File: src/hdl/adc_seq_pkg.sv
package adc_seq_pkg;
  // Clock and reset calibration timing
  localparam int CLK_FREQ_MHZ     = 50;         // clk_i rate
  localparam int NS_PER_US        = 1000;
  localparam int RESET_CAL_NS     = 1_600_000;  // Least reset calibration time
  localparam int RESET_CAL_CYCLES = RESET_CAL_NS * CLK_FREQ_MHZ / NS_PER_US;
  localparam int CAL_CNT_W        = 17;         // Holds 80000

  // Conversion clock in base clock periods (one base period is one clk_i)
  localparam logic [7:0] TCC_SEL00 = 8'h18;     // 24
  localparam logic [7:0] TCC_SEL10 = 8'h60;     // 96
  localparam logic [7:0] TCC_SEL11 = 8'h30;     // 48
  localparam logic [1:0] CCS_RESERVED = 2'h1;

  // Phase lengths
  localparam logic [4:0] SAMPLE_TSC_N = 5'h02;  // Sample clock periods
  localparam logic [4:0] CONV_TCC_N   = 5'h0e;  // Conversion clock periods
  localparam logic [4:0] XFER_TCL_N   = 5'h04;  // Base clock periods
  localparam logic [4:0] CAL_TCC_N    = 5'h04;  // Calibration cycle length

  // Widths
  localparam int CH_W   = 4;
  localparam int NUM_CH = 16;
  localparam int RES_W  = 10;
  localparam int ADR_W  = 8;
  localparam int DAT_W  = 32;

  // Register byte offsets
  localparam logic [ADR_W-1:0] ADR_CTRL    = 8'h00;
  localparam logic [ADR_W-1:0] ADR_RESULT  = 8'h04;
  localparam logic [ADR_W-1:0] ADR_INJ     = 8'h08;
  localparam logic [ADR_W-1:0] ADR_STATUS  = 8'h0c;
  localparam logic [ADR_W-1:0] ADR_IRQ_CLR = 8'h10;
  localparam logic [ADR_W-1:0] ADR_IRQ_EN  = 8'h14;
  localparam logic [ADR_W-1:0] ADR_DIGIN   = 8'h18;

  // Field positions
  localparam int CTRL_W        = 18;
  localparam int CTRL_BUSY_BIT = 18;
  localparam int CTRL_CAL_BIT  = 19;
  localparam int RES_CH_LSB    = 12;
  localparam int MODE_CONT_BIT = 0;
  localparam int MODE_SCAN_BIT = 1;

  // Sticky status bits
  localparam int STS_W    = 4;
  localparam int STS_DONE = 0;
  localparam int STS_OVR  = 1;
  localparam int STS_INJ  = 2;
  localparam int STS_XFER = 3;

  // Control register layout, msb first
  typedef struct packed {
    logic [CH_W-1:0] inj_ch;
    logic [1:0]      sample_clock_select;
    logic [1:0]      conv_clock_select;
    logic            inj_req;
    logic            wait_for_read_bit;
    logic            ovr_protect;
    logic            start;
    logic [1:0]      mode;
    logic [CH_W-1:0] ch;
  } ctrl_type;

  // Drive towards the analog multiplexer and conversion core
  typedef struct packed {
    logic [CH_W-1:0] mux_sel;
    logic            sample;
    logic            convert;
    logic            calib;
  } analog_ctrl_type;
endpackage : adc_seq_pkg

File: src/hdl/adc_conversion_sequencer.sv
// The address map and the Wishbone slave port are this design's own decisions.
`timescale 1ns/100ps
`default_nettype none
module adc_conversion_sequencer import adc_seq_pkg::*; #(
  parameter int RESET_CAL_CYCLES_P = RESET_CAL_CYCLES  // Shorten for simulation
) (
  input  wire logic                 clk_i,
  input  wire logic                 rst_i,
  input  wire logic                 wb_cyc_i,
  input  wire logic                 wb_stb_i,
  input  wire logic                 wb_we_i,
  input  wire logic [ADR_W-1:0]     wb_adr_i,
  input  wire logic [3:0]           wb_sel_i,
  input  wire logic [DAT_W-1:0]     wb_dat_i,
  output logic      [DAT_W-1:0]     wb_dat_o,
  output logic                      wb_ack_o,
  input  wire logic [RES_W-1:0]     core_result_i,
  input  wire logic [NUM_CH-1:0]    digital_pin_i,
  output var analog_ctrl_type       ana_o,
  output logic                      busy_o,
  output logic                      xfer_req_o,
  output logic                      irq_o
);

  typedef enum logic [2:0] {S_IDLE, S_SAMPLE, S_CONVERT, S_XFER, S_WAIT, S_CAL} state_type;

  state_type             state_q, state_d;      // Sequencer state
  ctrl_type              ctrl_q;                // Converter control
  logic [RES_W-1:0]      result_q;              // Conversion result value
  logic [CH_W-1:0]       result_ch_q;           // Channel of that result
  logic [RES_W-1:0]      inj_result_q;          // Injection result value
  logic [CH_W-1:0]       inj_ch_res_q;          // Channel of injection result
  logic [RES_W-1:0]      temp_q;                // Temporary buffer while held
  logic                  unread_q;              // Result not yet read
  logic [STS_W-1:0]      status_q;              // Sticky events
  logic [STS_W-1:0]      irq_en_q;              // Interrupt enables
  logic [CH_W-1:0]       conv_ch_q;             // Channel being converted
  logic [CH_W-1:0]       next_ch_q;             // Next normal channel
  logic                  is_inj_q;              // Current conversion is injected
  logic                  inj_pend_q;            // Injection waiting to run
  logic [7:0]            cc_div_q;              // Conversion clock divider
  logic [4:0]            tick_cnt_q;            // Ticks within a phase
  logic [CAL_CNT_W-1:0]  cal_cnt_q;             // Reset calibration remaining
  logic [RES_W-1:0]      core_s1_q, core_s2_q;  // Result synchroniser
  logic [NUM_CH-1:0]     pin_s1_q, pin_s2_q;    // Pin synchroniser

  // Bus decode
  logic            wb_req;     // Request seen, not yet answered
  logic            wr_ctrl;    // Control write
  logic            rd_result;  // Result register read
  logic [DAT_W-1:0] wmask;     // Byte lane mask
  logic [DAT_W-1:0] ctrl_wr;   // Merged control write value
  ctrl_type         ctrl_new;  // Decoded control write

  assign wb_req    = wb_cyc_i && wb_stb_i && !wb_ack_o;
  assign wr_ctrl   = wb_req && wb_we_i && (wb_adr_i == ADR_CTRL);
  assign rd_result = wb_req && !wb_we_i && (wb_adr_i == ADR_RESULT);
  always_comb begin
    for (int b = 0; b < 4; b++) begin
      wmask[b*8 +: 8] = {8{wb_sel_i[b]}};
    end
  end
  assign ctrl_wr  = (DAT_W'(ctrl_q) & ~wmask) | (wb_dat_i & wmask);
  assign ctrl_new = ctrl_type'(ctrl_wr[CTRL_W-1:0]);

  // Timing derived from the clock selects
  logic [7:0] tcc_len;     // Conversion clock in clk_i cycles
  logic       cc_tick;     // One pulse per conversion clock
  logic       phase_tick;  // Counting event of the current phase
  logic [4:0] phase_len;   // Ticks the current phase lasts
  logic       phase_done;  // Last tick of the phase

  always_comb begin
    unique case (ctrl_q.conv_clock_select)
      2'h2:    tcc_len = TCC_SEL10;
      2'h3:    tcc_len = TCC_SEL11;
      default: tcc_len = TCC_SEL00;  // Reserved code behaves as 00
    endcase
  end
  assign cc_tick    = (cc_div_q == tcc_len - 8'h01);
  assign phase_tick = (state_q == S_XFER) ? 1'b1 : cc_tick;

  // Phase lengths: sample 2 tsc, convert 14 tcc, transfer 4 tcl, cal 4 tcc
  always_comb begin
    unique case (state_q)
      S_SAMPLE:  phase_len = SAMPLE_TSC_N << ctrl_q.sample_clock_select;
      S_CONVERT: phase_len = CONV_TCC_N;
      S_XFER:    phase_len = XFER_TCL_N;
      S_CAL:     phase_len = CAL_TCC_N;
      default:   phase_len = CAL_TCC_N;
    endcase
  end
  assign phase_done = phase_tick && (tick_cnt_q == phase_len - 5'h01);

  // Next normal channel after the one just done
  logic            scan_mode;    // Auto-scan selected
  logic            cont_mode;    // Continuous selected
  logic            run_on;       // Another normal conversion follows
  logic [CH_W-1:0] follow_ch;    // Its channel
  logic            hold_result;  // Result must wait in the buffer
  logic            res_wr;       // Result register written now
  logic            start_ok;     // Start accepted

  assign scan_mode = ctrl_q.mode[MODE_SCAN_BIT];
  assign cont_mode = ctrl_q.mode[MODE_CONT_BIT];
  always_comb begin
    run_on    = cont_mode;
    follow_ch = next_ch_q;
    if (is_inj_q) begin
      run_on = 1'b1;  // Injection resumes the running mode
    end else if (scan_mode) begin
      if (next_ch_q == '0) begin
        run_on    = cont_mode;  // Restart or stop at channel zero
        follow_ch = ctrl_q.ch;
      end else begin
        run_on    = 1'b1;
        follow_ch = next_ch_q - 1'b1;
      end
    end
  end

  // Held when protection is on, or wait-for-read in a continuous mode
  assign hold_result = !is_inj_q && unread_q &&
                       (ctrl_q.ovr_protect || (ctrl_q.wait_for_read_bit && cont_mode));
  assign res_wr   = (!is_inj_q && state_q == S_XFER && phase_done && !hold_result) ||
                    (state_q == S_WAIT && rd_result);
  assign start_ok = wr_ctrl && ctrl_new.start && state_q == S_IDLE;

  // Channel for the multiplexer, taken from where the tracker goes next
  // Without it the first sample cycle would still show the previous channel
  logic [CH_W-1:0] mux_next;  // Channel shown from the next cycle on
  always_comb begin
    mux_next = conv_ch_q;
    if (start_ok) begin
      mux_next = ctrl_new.ch;
    end else if (state_q == S_CAL && phase_done) begin
      if (inj_pend_q && cont_mode) begin
        mux_next = ctrl_q.inj_ch;
      end else if (is_inj_q) begin
        mux_next = next_ch_q;  // Resume the interrupted sequence
      end else begin
        mux_next = follow_ch;
      end
    end
  end

  // Sequencer next state
  always_comb begin
    state_d = state_q;
    unique case (state_q)
      S_IDLE:    if (start_ok) state_d = S_SAMPLE;
      S_SAMPLE:  if (phase_done) state_d = S_CONVERT;
      S_CONVERT: if (phase_done) state_d = S_XFER;
      S_XFER:    if (phase_done) state_d = hold_result ? S_WAIT : S_CAL;
      S_WAIT:    if (rd_result) state_d = S_CAL;  // Conversion on hold until read
      S_CAL: begin
        if (phase_done) begin
          state_d = (run_on || (inj_pend_q && cont_mode)) ? S_SAMPLE : S_IDLE;
        end
      end
    endcase
  end

  // State and phase counters; divider restarts on every phase change
  always_ff @(posedge clk_i) begin
    if (rst_i) begin
      state_q    <= S_IDLE;
      cc_div_q   <= '0;
      tick_cnt_q <= '0;
    end else begin
      state_q <= state_d;
      if (state_d != state_q || state_q == S_IDLE || state_q == S_WAIT) begin
        cc_div_q   <= '0;
        tick_cnt_q <= '0;
      end else begin
        cc_div_q <= cc_tick ? 8'h00 : cc_div_q + 8'h01;
        if (phase_tick) tick_cnt_q <= tick_cnt_q + 5'h01;
      end
    end
  end

  // Channel tracking and injection
  always_ff @(posedge clk_i) begin
    if (rst_i) begin
      conv_ch_q  <= '0;
      next_ch_q  <= '0;
      is_inj_q   <= 1'b0;
      inj_pend_q <= 1'b0;
    end else begin
      if (start_ok) begin
        conv_ch_q <= ctrl_new.ch;
        next_ch_q <= ctrl_new.ch;  // Scan starts from the upper channel
        is_inj_q  <= 1'b0;
      end else if (state_q == S_CAL && phase_done) begin
        if (inj_pend_q && cont_mode) begin
          conv_ch_q  <= ctrl_q.inj_ch;
          is_inj_q   <= 1'b1;
          inj_pend_q <= 1'b0;
          if (!is_inj_q) next_ch_q <= follow_ch;
        end else begin
          conv_ch_q <= is_inj_q ? next_ch_q : follow_ch;
          next_ch_q <= is_inj_q ? next_ch_q : follow_ch;
          is_inj_q  <= 1'b0;
        end
      end
      // One injection accepted only while a continuous mode runs
      if (wr_ctrl && ctrl_new.inj_req && ctrl_q.mode[MODE_CONT_BIT] && state_q != S_IDLE) begin
        inj_pend_q <= 1'b1;
      end else if (state_q == S_IDLE) begin
        inj_pend_q <= 1'b0;
      end
    end
  end

  // Synchronisers for the core result and channel pins
  always_ff @(posedge clk_i) begin
    if (rst_i) begin
      core_s1_q <= '0;
      core_s2_q <= '0;
      pin_s1_q  <= '0;
      pin_s2_q  <= '0;
    end else begin
      core_s1_q <= core_result_i;
      core_s2_q <= core_s1_q;
      pin_s1_q  <= digital_pin_i;
      pin_s2_q  <= pin_s1_q;
    end
  end

  // Result registers; core output is settled through the transfer phase
  always_ff @(posedge clk_i) begin
    if (rst_i) begin
      result_q     <= '0;
      result_ch_q  <= '0;
      inj_result_q <= '0;
      inj_ch_res_q <= '0;
      temp_q       <= '0;
    end else begin
      if (state_q == S_XFER && phase_done) begin
        if (is_inj_q) begin
          inj_result_q <= core_s2_q;
          inj_ch_res_q <= conv_ch_q;
        end else if (hold_result) begin
          temp_q <= core_s2_q;  // Temporary buffer
        end else begin
          result_q    <= core_s2_q;
          result_ch_q <= conv_ch_q;
        end
      end else if (state_q == S_WAIT && rd_result) begin
        result_q    <= temp_q;  // Buffered value moves in after the read
        result_ch_q <= conv_ch_q;
      end
    end
  end

  // Unread flag: a new result wins over the read in the same cycle
  always_ff @(posedge clk_i) begin
    if (rst_i) begin
      unread_q <= 1'b0;
    end else if (res_wr) begin
      unread_q <= 1'b1;
    end else if (rd_result) begin
      unread_q <= 1'b0;
    end
  end

  // Reset calibration counts only while no conversion runs
  always_ff @(posedge clk_i) begin
    if (rst_i) begin
      cal_cnt_q <= CAL_CNT_W'(RESET_CAL_CYCLES_P);
    end else if (cal_cnt_q != '0 && state_q == S_IDLE) begin
      cal_cnt_q <= cal_cnt_q - 1'b1;  // Conversions stretch it
    end
  end

  // Control register; start and injection bits are commands, never stored
  always_ff @(posedge clk_i) begin
    if (rst_i) begin
      ctrl_q <= '0;
    end else if (wr_ctrl) begin
      ctrl_q         <= ctrl_new;
      ctrl_q.start   <= 1'b0;
      ctrl_q.inj_req <= 1'b0;
      // Reserved clock code is refused, previous select kept
      if (ctrl_new.conv_clock_select == CCS_RESERVED) begin
        ctrl_q.conv_clock_select <= ctrl_q.conv_clock_select;
      end
    end
  end

  // Sticky events, set wins over a clear in the same cycle
  logic [STS_W-1:0] sts_set;  // Events this cycle
  always_comb begin
    sts_set           = '0;
    sts_set[STS_DONE] = res_wr;
    sts_set[STS_OVR]  = res_wr && unread_q && !rd_result;
    sts_set[STS_INJ]  = is_inj_q && state_q == S_XFER && phase_done;
    sts_set[STS_XFER] = res_wr && scan_mode;
  end
  always_ff @(posedge clk_i) begin
    if (rst_i) begin
      status_q <= '0;
      irq_en_q <= '0;
    end else begin
      if (wb_req && wb_we_i && wb_adr_i == ADR_IRQ_CLR) begin
        status_q <= (status_q & ~wb_dat_i[STS_W-1:0]) | sts_set;
      end else begin
        status_q <= status_q | sts_set;
      end
      if (wb_req && wb_we_i && wb_adr_i == ADR_IRQ_EN) begin
        irq_en_q <= (irq_en_q & ~wmask[STS_W-1:0]) | (wb_dat_i[STS_W-1:0] & wmask[STS_W-1:0]);
      end
    end
  end

  // Channels selected for normal conversion are hidden from the digital view
  logic [NUM_CH-1:0] used_mask;  // Channels taken by conversion
  always_comb begin
    used_mask = '0;
    for (int c = 0; c < NUM_CH; c++) begin
      if (scan_mode ? (c <= int'(ctrl_q.ch)) : (c == int'(ctrl_q.ch))) used_mask[c] = 1'b1;
    end
  end

  // Read multiplexer; unmapped offsets answer zero
  logic [DAT_W-1:0] rd_data;  // Word for the current read
  logic             busy_d;   // Busy view
  assign busy_d = (cal_cnt_q != '0) || (state_q != S_IDLE);
  always_comb begin
    rd_data = '0;
    unique case (wb_adr_i)
      ADR_CTRL: begin
        rd_data[CTRL_W-1:0]  = ctrl_q;
        rd_data[CTRL_BUSY_BIT] = busy_d;
        rd_data[CTRL_CAL_BIT]  = (cal_cnt_q != '0);
      end
      ADR_RESULT: begin
        rd_data[RES_W-1:0]               = result_q;
        rd_data[RES_CH_LSB +: CH_W]      = result_ch_q;
      end
      ADR_INJ: begin
        rd_data[RES_W-1:0]               = inj_result_q;
        rd_data[RES_CH_LSB +: CH_W]      = inj_ch_res_q;
      end
      ADR_STATUS: rd_data[STS_W-1:0]   = status_q;
      ADR_IRQ_EN: rd_data[STS_W-1:0]   = irq_en_q;
      ADR_DIGIN:  rd_data[NUM_CH-1:0]  = pin_s2_q & ~used_mask;
      default:    rd_data = '0;
    endcase
  end

  // Bus answer: ack one cycle after the request, dropped the next
  always_ff @(posedge clk_i) begin
    if (rst_i) begin
      wb_ack_o <= 1'b0;
      wb_dat_o <= '0;
    end else begin
      wb_ack_o <= wb_req;
      if (wb_req && !wb_we_i) wb_dat_o <= rd_data;
    end
  end

  // Registered outputs towards the core and the system
  always_ff @(posedge clk_i) begin
    if (rst_i) begin
      ana_o      <= '0;
      busy_o     <= 1'b1;
      xfer_req_o <= 1'b0;
      irq_o      <= 1'b0;
    end else begin
      ana_o.mux_sel <= mux_next;
      ana_o.sample  <= (state_d == S_SAMPLE);
      ana_o.convert <= (state_d == S_CONVERT);
      ana_o.calib   <= (state_d == S_CAL) || (cal_cnt_q != '0 && state_d == S_IDLE);
      busy_o        <= busy_d;
      xfer_req_o    <= sts_set[STS_XFER];
      irq_o         <= |((status_q | sts_set) & irq_en_q);
    end
  end
endmodule : adc_conversion_sequencer
`default_nettype wire

File: config.mk
export PLATFORM = sky130hd
export DESIGN_NAME = adc_conversion_sequencer
export DESIGN_NICKNAME = d
export VERILOG_FILES = /design/src/hdl/adc_seq_pkg.sv /design/src/hdl/adc_conversion_sequencer.sv
export SDC_FILE = /design/constraint.sdc
export NUM_CORES = 1
export LEC_CHECK = 0
export BUFFER_PORTS_ARGS = -buffer_cell sky130_fd_sc_hd__buf_4
export CORE_ASPECT_RATIO = 0.7
export CORE_MARGIN = 2
export CORE_UTILIZATION = 51
export CTS_CLUSTER_DIAMETER = 80
export DETAILED_ROUTE_END_ITERATION = 6
export PLACE_DENSITY = 0.75
export SLEW_MARGIN = 10
export SYNTH_ARGS = -nofsm -noshare
export SYNTH_HDL_FRONTEND = slang
export SYNTH_SLANG_ARGS = --single-unit
File: constraint.sdc
create_clock -name clk_i -period 2.4 [get_ports clk_i]
set_input_delay 0.24 -clock clk_i [delete_from_list [all_inputs] [get_ports clk_i]]
set_output_delay 0.24 -clock clk_i [all_outputs]
set_load 0.02 [all_outputs]
## Word level (Yosys, flattened, before mapping)

Cells that the tools add are included.
W data, S select, Z words.

| word-level totals | value |
|---|---|
| output and inout bits | 43 |
| bits in registers | 185 |
| input port bits | 75 |
| logic and storage cells | 253 |

| cells by class | value |
|---|---|
| reduce and logical (&&, ||, !) cells | 64 |
| add/sub/neg operators | 6 |
| mux-type cells | 77 |
| magnitude comparators | 15 |
| bitwise logic cells | 17 |
| equal/unequal tests | 38 |
| shift operators | 1 |

Operators by type and width:

| kind | number |
|---|---|
| $mux W4 | 14 |
| $mux W1 | 46 |
| $mux W10 | 4 |
| $and A18 B18 Y18 | 2 |
| $eq A4 B4 Y1 const A | 8 |
| $le A4 B4 Y1 const A | 8 |
| $logic_and A1 B1 Y1 | 31 |
| $eq A8 B5 Y1 const B | 3 |
| $pmux W4 S6 | 1 |
| $pmux W6 S4 | 1 |
| $mux W3 | 6 |
| $not A18 Y18 | 1 |
| $or A18 B18 Y18 | 1 |
| $pmux W3 S6 | 1 |
| $reduce_bool A17 Y1 | 1 |
| $sub A17 B1 Y17 const B | 1 |
| $and A16 B16 Y16 | 1 |
| $and A4 B4 Y4 | 4 |
| $eq A3 B4 Y1 const A | 4 |
| $eq A8 B4 Y1 const B | 2 |
| $le A3 B4 Y1 const A | 4 |
| $not A16 Y16 | 1 |
| $pmux W4 S4 | 1 |
| $pmux W7 S2 | 1 |
| other kinds (38) | 71 |

## Logic depth before layout (Yosys ltp)

Gate-level depths: netlist (run 1).

| logic depth | value |
|---|---|
| depth in word-level cells | 14 |
| mapped depth | 10 |
| mapped depth without buffers | 9 |

## Worst setup path before layout (run 1)

No wires, ideal clock.

| path | value |
|---|---|
| kind | flip-flop to flip-flop |
| start | register state_q[1] |
| end | register result_ch_q[2] |
| data required time | 2.272 ns |
| setup slack | 0.069 ns |
| path buffers | 2 |
| arrival | 2.204 ns |
| stages on the path, launching flop included | 10 |
| setup time | 0.128 ns |
| period minus slack after synthesis | 2.331 ns |
| path through | dfxtp_1 > buf_6 > nand4b_1 > a2111oi_1 > o211ai_1 > nor3_4 > a21o_1 > buf_6 > mux2i_1 > nor2_1 |

| on the way | value |
|---|---|
| longest elaborated chain between the ends | 8 |
| elaborated cells on any way between the ends | 16 |
| those cells by class | 1 x add/sub; 7 x eq/ne; 3 x mux; 5 x reduce/logical |

RTL lines:

| item | line | source |
|---|---|---|
| start, declared | adc_conversion_sequencer.sv:27 | `state_type state_q, state_d;` |
| start signal, assigned | adc_conversion_sequencer.sv:171 | `state_q <= state_d;` |
| $eq A3 B2 Y1 or $eq A3 B1 Y1 (tied branches) | adc_conversion_sequencer.sv:85 | `unique case (state_q)` |
| $pmux W5 S2 | adc_conversion_sequencer.sv:85 |  |
| $sub A5 B1 Y5 | adc_conversion_sequencer.sv:93 | `assign phase_done = phase_tick && (tick_cnt_q == phase_len - 5'h01);` |
| $eq A5 B5 Y1 | adc_conversion_sequencer.sv:93 |  |
| $logic_and A1 B1 Y1 | adc_conversion_sequencer.sv:93 |  |
| $logic_and A1 B1 Y1 | adc_conversion_sequencer.sv:239 | `if (state_q == S_XFER && phase_done) begin` |
| $ne A2 B2 Y1 (no line) or $reduce_bool A2 Y1 (tied branches) | n/a |  |
| $reduce_and A3 Y1 (no line) | n/a |  |
| end signal, assigned | adc_conversion_sequencer.sv:247 | `result_ch_q <= conv_ch_q;` |
| end signal, assigned | adc_conversion_sequencer.sv:251 | `result_ch_q <= conv_ch_q;` |
| end, declared | adc_conversion_sequencer.sv:30 | `logic [CH_W-1:0] result_ch_q;` |

Parallel ways exist; a longest one is shown, timed or not.
A chain may end at the register's enable or synchronous reset.

==> out/results.txt, run 1 <==
Post-Synth XOR/XNOR Area = 2.73%
LEAKAGE = 3.86 nW
DRT Pass-1 Iters = 5
Num Clock Sinks = 185
Synth area leaders = dfxtp_1 (46%), nand2_1 (5.2%), mux2i_1 (5.0%), nor2b_1 (4.8%), nor2_1 (4.5%)
Synth area leader = dfxtp_1
GRT Total Usage = 24.9%
Initial Util = 51.9%
Mapped Area = 8020 um2
Final Hold Viols = 0
core area = 15500 um2
setup tns final = 0 ns
synth unique cells = 63
CP Capture Type = register
H-tree Lvls = 4
GRT overflow = 0
largest net degree at the start of global routing = 133
sequential cell area fraction in the yosys report = 46.2%
antenna violations before repair = 0
simple logic cell fraction of the synthesized area = 24.6%
Sequential Power Share = 49.7%
post-route ant nets = 0
Layout Utilization = 64.9%
Internal Pwr Total = 0.00478 W
Vert. Die Dim = 109 um
Tcrit/Tclk final = 99.9%
vias in the first global route = 6339
Final Wtd Congestion = 0.926
Worst setup SP type = register
root buffer selected by CTS = clkbuf_16
Post-synth ARST share = 0%
power share of the clock group = 43.9%
Adder-Cell Fraction of Synth Area = 0.624%
Worst Tran Pin Value = 0.613 ns
fin crit period = 2.40 ns
Mapped Avg Cell Area = 8.76 um2
mux cell area share after synthesis = 7.24%
Pwr Density = 642 nW/um2
placed cells = 1207
Sw Share = 25.7%
Ports = 118
CTS Buf Count = 17
ant diodes = 0
r2r endpoint = tick_cnt_q[2]
first-pass GRT wire length = 32600 um
vias = 6927
Slew headroom = 59.1%
NetSw = 0.00166 W
worst vdd ir = 0.415 mV
largest family of logic cells by synthesized area = simple AND/OR/NAND/NOR gates
full die area = 16800 um2
Vias per Instance = 5.56
Worst Slack Setup Final = 0.00178 ns
Synth Area in Compound Gates = 13.5%
worst setup path end = tick_cnt_q[2]
Clock Pin Slew Worst Setup and Hold Paths = 0.08 ns
dpl hpwl = 14400 um
MaxCap Viol Count = 0
layout cells sized above 1 = 23.7%
Req. time, crit path = 2.74 ns
CTS tree = yes
Yosys top cell area share = 46.2%
# setup viols final = 0
Synth Warn # = 0
clock skew = 0.0149 ns
CTS Buffer Depth = 2
chip width = 154 um
critical path peak fanout = 5
combinational power share = 6.4%
gate count of the mapped netlist = 915
PortBufs = 90
fin cells = 1246
Total Nets Final = 1112
Worst-Skew Late Latency = 0.44 ns
Fmax achieved = 417 MHz
worst reg2reg setup slack = 0.002 ns
placement row count = 38
dpl ws = -0.129 ns
RSZ-0062 raised after global routing = true
Detailed Route WL = 20900 um
Data arrival, critical path = 2.74 ns
Slew Viols, Final = 0
Yosys reg bits = 185
R2R cell count = 8
Synth Flop Type = dfxtp_1
CP Class = reg2reg
number of synthesized flops with an enable pin = 0
HP Class = in2reg
Worst Min Path Start = core_result_i[6]
Iter 0 DRT Violations = 708
wire per inst = 16.8 um
Fill cells = 1294
Layout area overhead = 25.2%
outcome = finished, final reports clean
drc violations = 0
cell usage after synthesis, drive strengths merged (6+ instances only):
cell type	number
xor2	14
xnor2	11
nor2	96
nor2b	61
o21ai	24
buf	26
a21oi	69
a22oi	6
mux2i	40
inv	15
or3	10
nor4	7
nand4	8
a31oi	7
dfxtp	185
nand2	111
nand3	31
nand2b	9
a211oi	19
nor3	20
a32oi	6
and3	8
mux2	8
clkbuf	45
o211ai	7
routing by layer:
metal | share of wire (%) | wire length [um] | GRT usage, % | vias to the layer above
li1 | - | - | - | 3401
met1 | 47 | 9860 | 35.5 | 3258
met2 | 44 | 9110 | 37.6 | 247
met3 | 8.2 | 1720 | 6.04 | 21
met4 | 1.1 | 233 | 7.48 | 0
met5 | 0 | 0 | 0 | -
final cells by class:
type                            count  area (um2)  area share (%)
Multi-Input combinational cell    655        4140            41.3
Sequential cell                   185        3710            37.0
Timing Repair Buffer              159        1260            12.6
Clock buffer                       18         439            4.38
Tap cell                          200         250            2.49
Clock inverter                     14         171            1.71
Inverter                           15        56.3           0.561
power groups by stage:
stage	Combinational, W	Sequential (W)	Clock [W]
6_report	0.000412	0.00320	0.00283
3_5_place_dp	0.000402	0.00327	0
4_1_cts	0.000407	0.00320	0.00286
5_1_grt	0.000453	0.00321	0.00300
2_1_floorplan	0.000251	0.00327	0
3_3_place_gp	0.000396	0.00327	0
placed cells by master (no fill, tap or decap), types with 5 or more instances in the layout:
master and count:
nand2_1 107, a32oi_1 5, xnor2_1 10, buf_4 147, mux2i_1 40, inv_1 15
nor2b_1 61, mux2_2 6, or3_1 8, conb_1 12, clkbuf_16 17, nor2_1 96
buf_6 7, o21ai_0 23, a31oi_1 7, xor2_1 13, a21oi_1 64, nand4_1 8
a211oi_1 18, nand3_1 29, nand2b_1 9, a22oi_1 6, dfxtp_1 180, o211ai_1 7
and3_1 8, clkinv_8 5, nor3_1 15
kinds of logic (layout without fill, tap and decap cells):
family                   count (synthesis)  count (layout)
XOR/XNOR                                25              25
AO/OA/AOI/OAI                          170             170
multiplexers                            52              52
AND/OR/NAND/NOR                        392             392
buffers and inverters                   86             206
adder cells (fa/ha/maj)                  4               4
flip-flops                             185             185
other                                    1              12
metrics by stage:
stage | hold slack [ns] | power (W) | instance area, um2
final | 0.00648 | 0.00644 | 10000
after global routing | 0.00635 | 0.00666 | 10000
after CTS | 0.00119 | 0.00647 | 9840
after detailed placement | 0.421 | 0.00367 | 9140
after global placement | 0.417 | 0.00366 | 9140
after floorplan | 0.368 | 0.00352 | 8060
sequential cells by signal, summed over array words and instances (netlist names), 16 cells and up, named ones only:
name       flops
pin_s1_q      16
wb_dat_o      20
cal_cnt_q     17
pin_s2_q      16
worst max-delay path, stage by stage (launching register included):
cell and delay [ns]:
dfxtp_4 0.36, or4b_4 0.53, a21oi_4 0.22, xor2_2 0.25, nand3_2 0.16, o31ai_4 0.30
a21oi_2 0.09, buf_6 0.13, nor4b_2 0.26
timing repair:
action	CTS	global route
pin swaps	5	14
setup endpoints to repair	45	62
endpoints found under the hold margin	2	0
resized for setup	12	37
setup buffers	1	5
gates cloned	0	0
hold buffers	2	0
worst min path at each step:
stage,to,slack (ns),cells after the start
floorplan,core_s1_q[0],0.37,1
global route,pin_s1_q[11],0.006,2
CTS,pin_s1_q[0],0.001,2
global placement,core_s2_q[7],0.42,1
finish,core_s1_q[6],0.006,2
detailed placement,core_s2_q[1],0.42,1
Note: power is estimated with default switching activity, not from simulation.
==> inputs of run 2 (changes only) <==
- RECOVER_POWER: not set -> 50
- REMOVE_ABC_BUFFERS: not set -> 1
==> run 2 against run 1 <==
Die area unchanged. Total power decreased by 0.55%. First-iteration DRC count decreased by 28%. Clock power about the same. Flip-flop and latch count unchanged. Clock skew decreased by 0.0053 ns. Register-to-register slack improved by 0.02 ns. Via count increased by 0.10%. Critical path type unchanged. Sequential share of layout area increased by 0.95 points. Largest cell class unchanged.
==> out/results.txt, run 2 (same netlist as run 1, synthesis figures left out) <==
Area after DPL = 9150 um2 (was 9140 um2)
placement row count = 38 (unchanged)
layout cells sized above 1 = 18.7% (was 23.7%)
Slew Viols, Final = 0 (unchanged)
CTS Buf Count = 17 (unchanged)
R2R cell count = 7 (was 8)
r2r endpoint = ana_o[1] (was tick_cnt_q[2])
Clock Pin Slew Worst Setup and Hold Paths = 0.07 ns (was 0.08 ns)
vias = 6934 (was 6927)
dpl hpwl = 14500 um (was 14400 um)
chip width = 154 um (unchanged)
worst min-delay path endpoint = core_s1_q[1] (was core_s1_q[6])
post-route ant nets = 0 (unchanged)
Initial Util = 51.9% (unchanged)
CP Class = reg2reg (unchanged)
ant diodes = 0 (unchanged)
worst reg2reg setup slack = 0.02 ns (was 0.002 ns)
HP Class = in2reg (unchanged)
Req. time, crit path = 2.73 ns (was 2.74 ns)
Data arrival, critical path = 2.70 ns (was 2.74 ns)
wire per inst = 16.8 um (about the same)
DRT Pass-1 Iters = 5 (unchanged)
RSZ-0062 raised after global routing = true (unchanged)
Detailed Route WL = 20800 um (was 20900 um)
LEAKAGE = 3.69 nW (was 3.86 nW)
drc violations = 0 (unchanged)
Largest regs = wb_dat_o (20), cal_cnt_q (17) (unchanged)
root buffer selected by CTS = clkbuf_16 (unchanged)
MaxCap Viol Count = 0 (unchanged)
clock skew = 0.00960 ns (was 0.0149 ns)
PortBufs = 90 (unchanged)
fin crit period = 2.38 ns (was 2.40 ns)
Hold Buf Count CTS = 0 (was 2)
critical path peak fanout = 3 (was 5)
Tcrit/Tclk final = 99.0% (was 99.9%)
# setup viols final = 0 (unchanged)
full die area = 16800 um2 (unchanged)
outcome = finished, final reports clean (unchanged)
hold path cells = 2 (unchanged)
first-pass GRT wire length = 33100 um (was 32600 um)
core area = 15500 um2 (unchanged)
antenna violations before repair = 0 (unchanged)
Pwr Density = 655 nW/um2 (was 642 nW/um2)
CTS Buffer Depth = 2 (unchanged)
Layout Utilization = 63.2% (was 64.9%)
GRT overflow = 0 (unchanged)
GRT Total Usage = 25.2% (was 24.9%)
CP Capture Type = register (unchanged)
commonest non-fill, non-tap cell in the layout = dfxtp_1 (unchanged)
most frequent cells in the layout = dfxtp_1 (181), buf_4 (113), nand2_1 (111) (was dfxtp_1 (180), buf_4 (147), nand2_1 (107))
Storage cell area = 3710 um2 (about the same)
Worst-Skew Late Latency = 0.44 ns (about the same)
Worst Min Path Start = core_result_i[1] (was core_result_i[6])
Vert. Die Dim = 109 um (unchanged)
dpl ws = -0.208 ns (was -0.129 ns)
H-tree Lvls = 4 (unchanged)
Worst Slack Setup Final = 0.0244 ns (was 0.00178 ns)
Final Hold Viols = 0 (unchanged)
design area = 9770 um2 (was 10000 um2)
worst hold slack = 0.00619 ns (was 0.00648 ns)
Layout area overhead = 21.9% (was 25.2%)
max reg flops = 20 (unchanged)
worst vdd ir = 0.413 mV (was 0.415 mV)
Final Wtd Congestion = 0.888 (was 0.926)
CTS tree = yes (unchanged)
Num Clock Sinks = 185 (unchanged)
Most flops, register = wb_dat_o (unchanged)
Fill cells = 1283 (was 1294)
footprint of the multi-input gates = 4080 um2 (was 4140 um2)
Worst Tran Pin Value = 1.02 ns (was 0.613 ns)
Fmax achieved = 421 MHz (was 417 MHz)
Vias per Instance = 5.59 (was 5.56)
vias in the first global route = 6482 (was 6339)
Slew headroom = 31.8% (was 59.1%)
Worst setup SP type = register (unchanged)
Iter 0 DRT Violations = 510 (was 708)
largest net degree at the start of global routing = 67 (was 133)
Total Nets Final = 1107 (was 1112)
Ports = 118 (unchanged)
-- run 2: cell count changes in the layout (fill, tap and decap cells not counted), moves of 3 or more --
cell      previous run  this run
buf_4              147       113
buf_6                7         2
clkbuf_1             0        34
clkinv_8             5         1
nand2_1            107       111
nand2_2              3         0
nor3_1              15        18
nor3_2               4         1
-- run 2: power breakdown --
part           switching [W]  internal (W)  total [W]
clock network        0.00130       0.00150    0.00280
registers          0.0000462       0.00315    0.00320
logic               0.000222      0.000182   0.000404
total                0.00157       0.00484    0.00640
-- run 2: how the worst max path moves through the flow --
stage / start / depth (start not counted) / end / slack [ns]
floorplan: state_q[1] / 7 / result_ch_q[0] / -0.73
global placement: register / 7 / ana_o[1] / -0.08
detailed placement: register / 7 / ana_o[1] / -0.21
CTS: cc_div_q[4] / 9 / tick_cnt_q[1] / 0.005
global route: register / 8 / tick_cnt_q[2] / -0.10
finish: register / 7 / ana_o[1] / 0.02
-- run 2: area by class of cell --
class	count	area share, %
Inverter	15	0.576
Clock buffer	18	4.49
Clock inverter	14	1.57
Multi-Input combinational cell	655	41.7
Sequential cell	185	37.9
Timing Repair Buffer	154	11.1
Tap cell	200	2.56
-- run 2: per-layer routing --
layer	routed length (um)	vias up	track usage, %	part of all wire [%]
li1	-	3380	-	-
met5	0	-	0	0
met2	9430	272	40.2	45
met1	9360	3253	34.3	45
met4	348	0	8.21	1.7
met3	1660	29	5.60	8.0
-- run 2: per-stage QoR --
step                      total power [W]  setup TNS (ns)  instances
after floorplan                   0.00345          -30.21        855
after global placement            0.00367          -0.563       1206
after detailed placement          0.00368           -5.27       1206
after CTS                         0.00645               0       1239
after global routing              0.00662          -0.590       1241
final                             0.00640               0       1241
-- run 2: repair_timing --
item / in CTS / in global routing
setup buffers: 1 / 2
resized for setup: 9 / 18
setup endpoints to repair: 54 / 49
pin swaps: 2 / 5
-- run 2: critical path, cell delays in order (launching register included) --
cell and delay [ns]:
dfxtp_2 0.33, or4b_4 0.54, a21oi_4 0.20, xor2_2 0.19, nand3_1 0.17, buf_4 0.19, or3_1 0.33, a2111oi_2 0.31
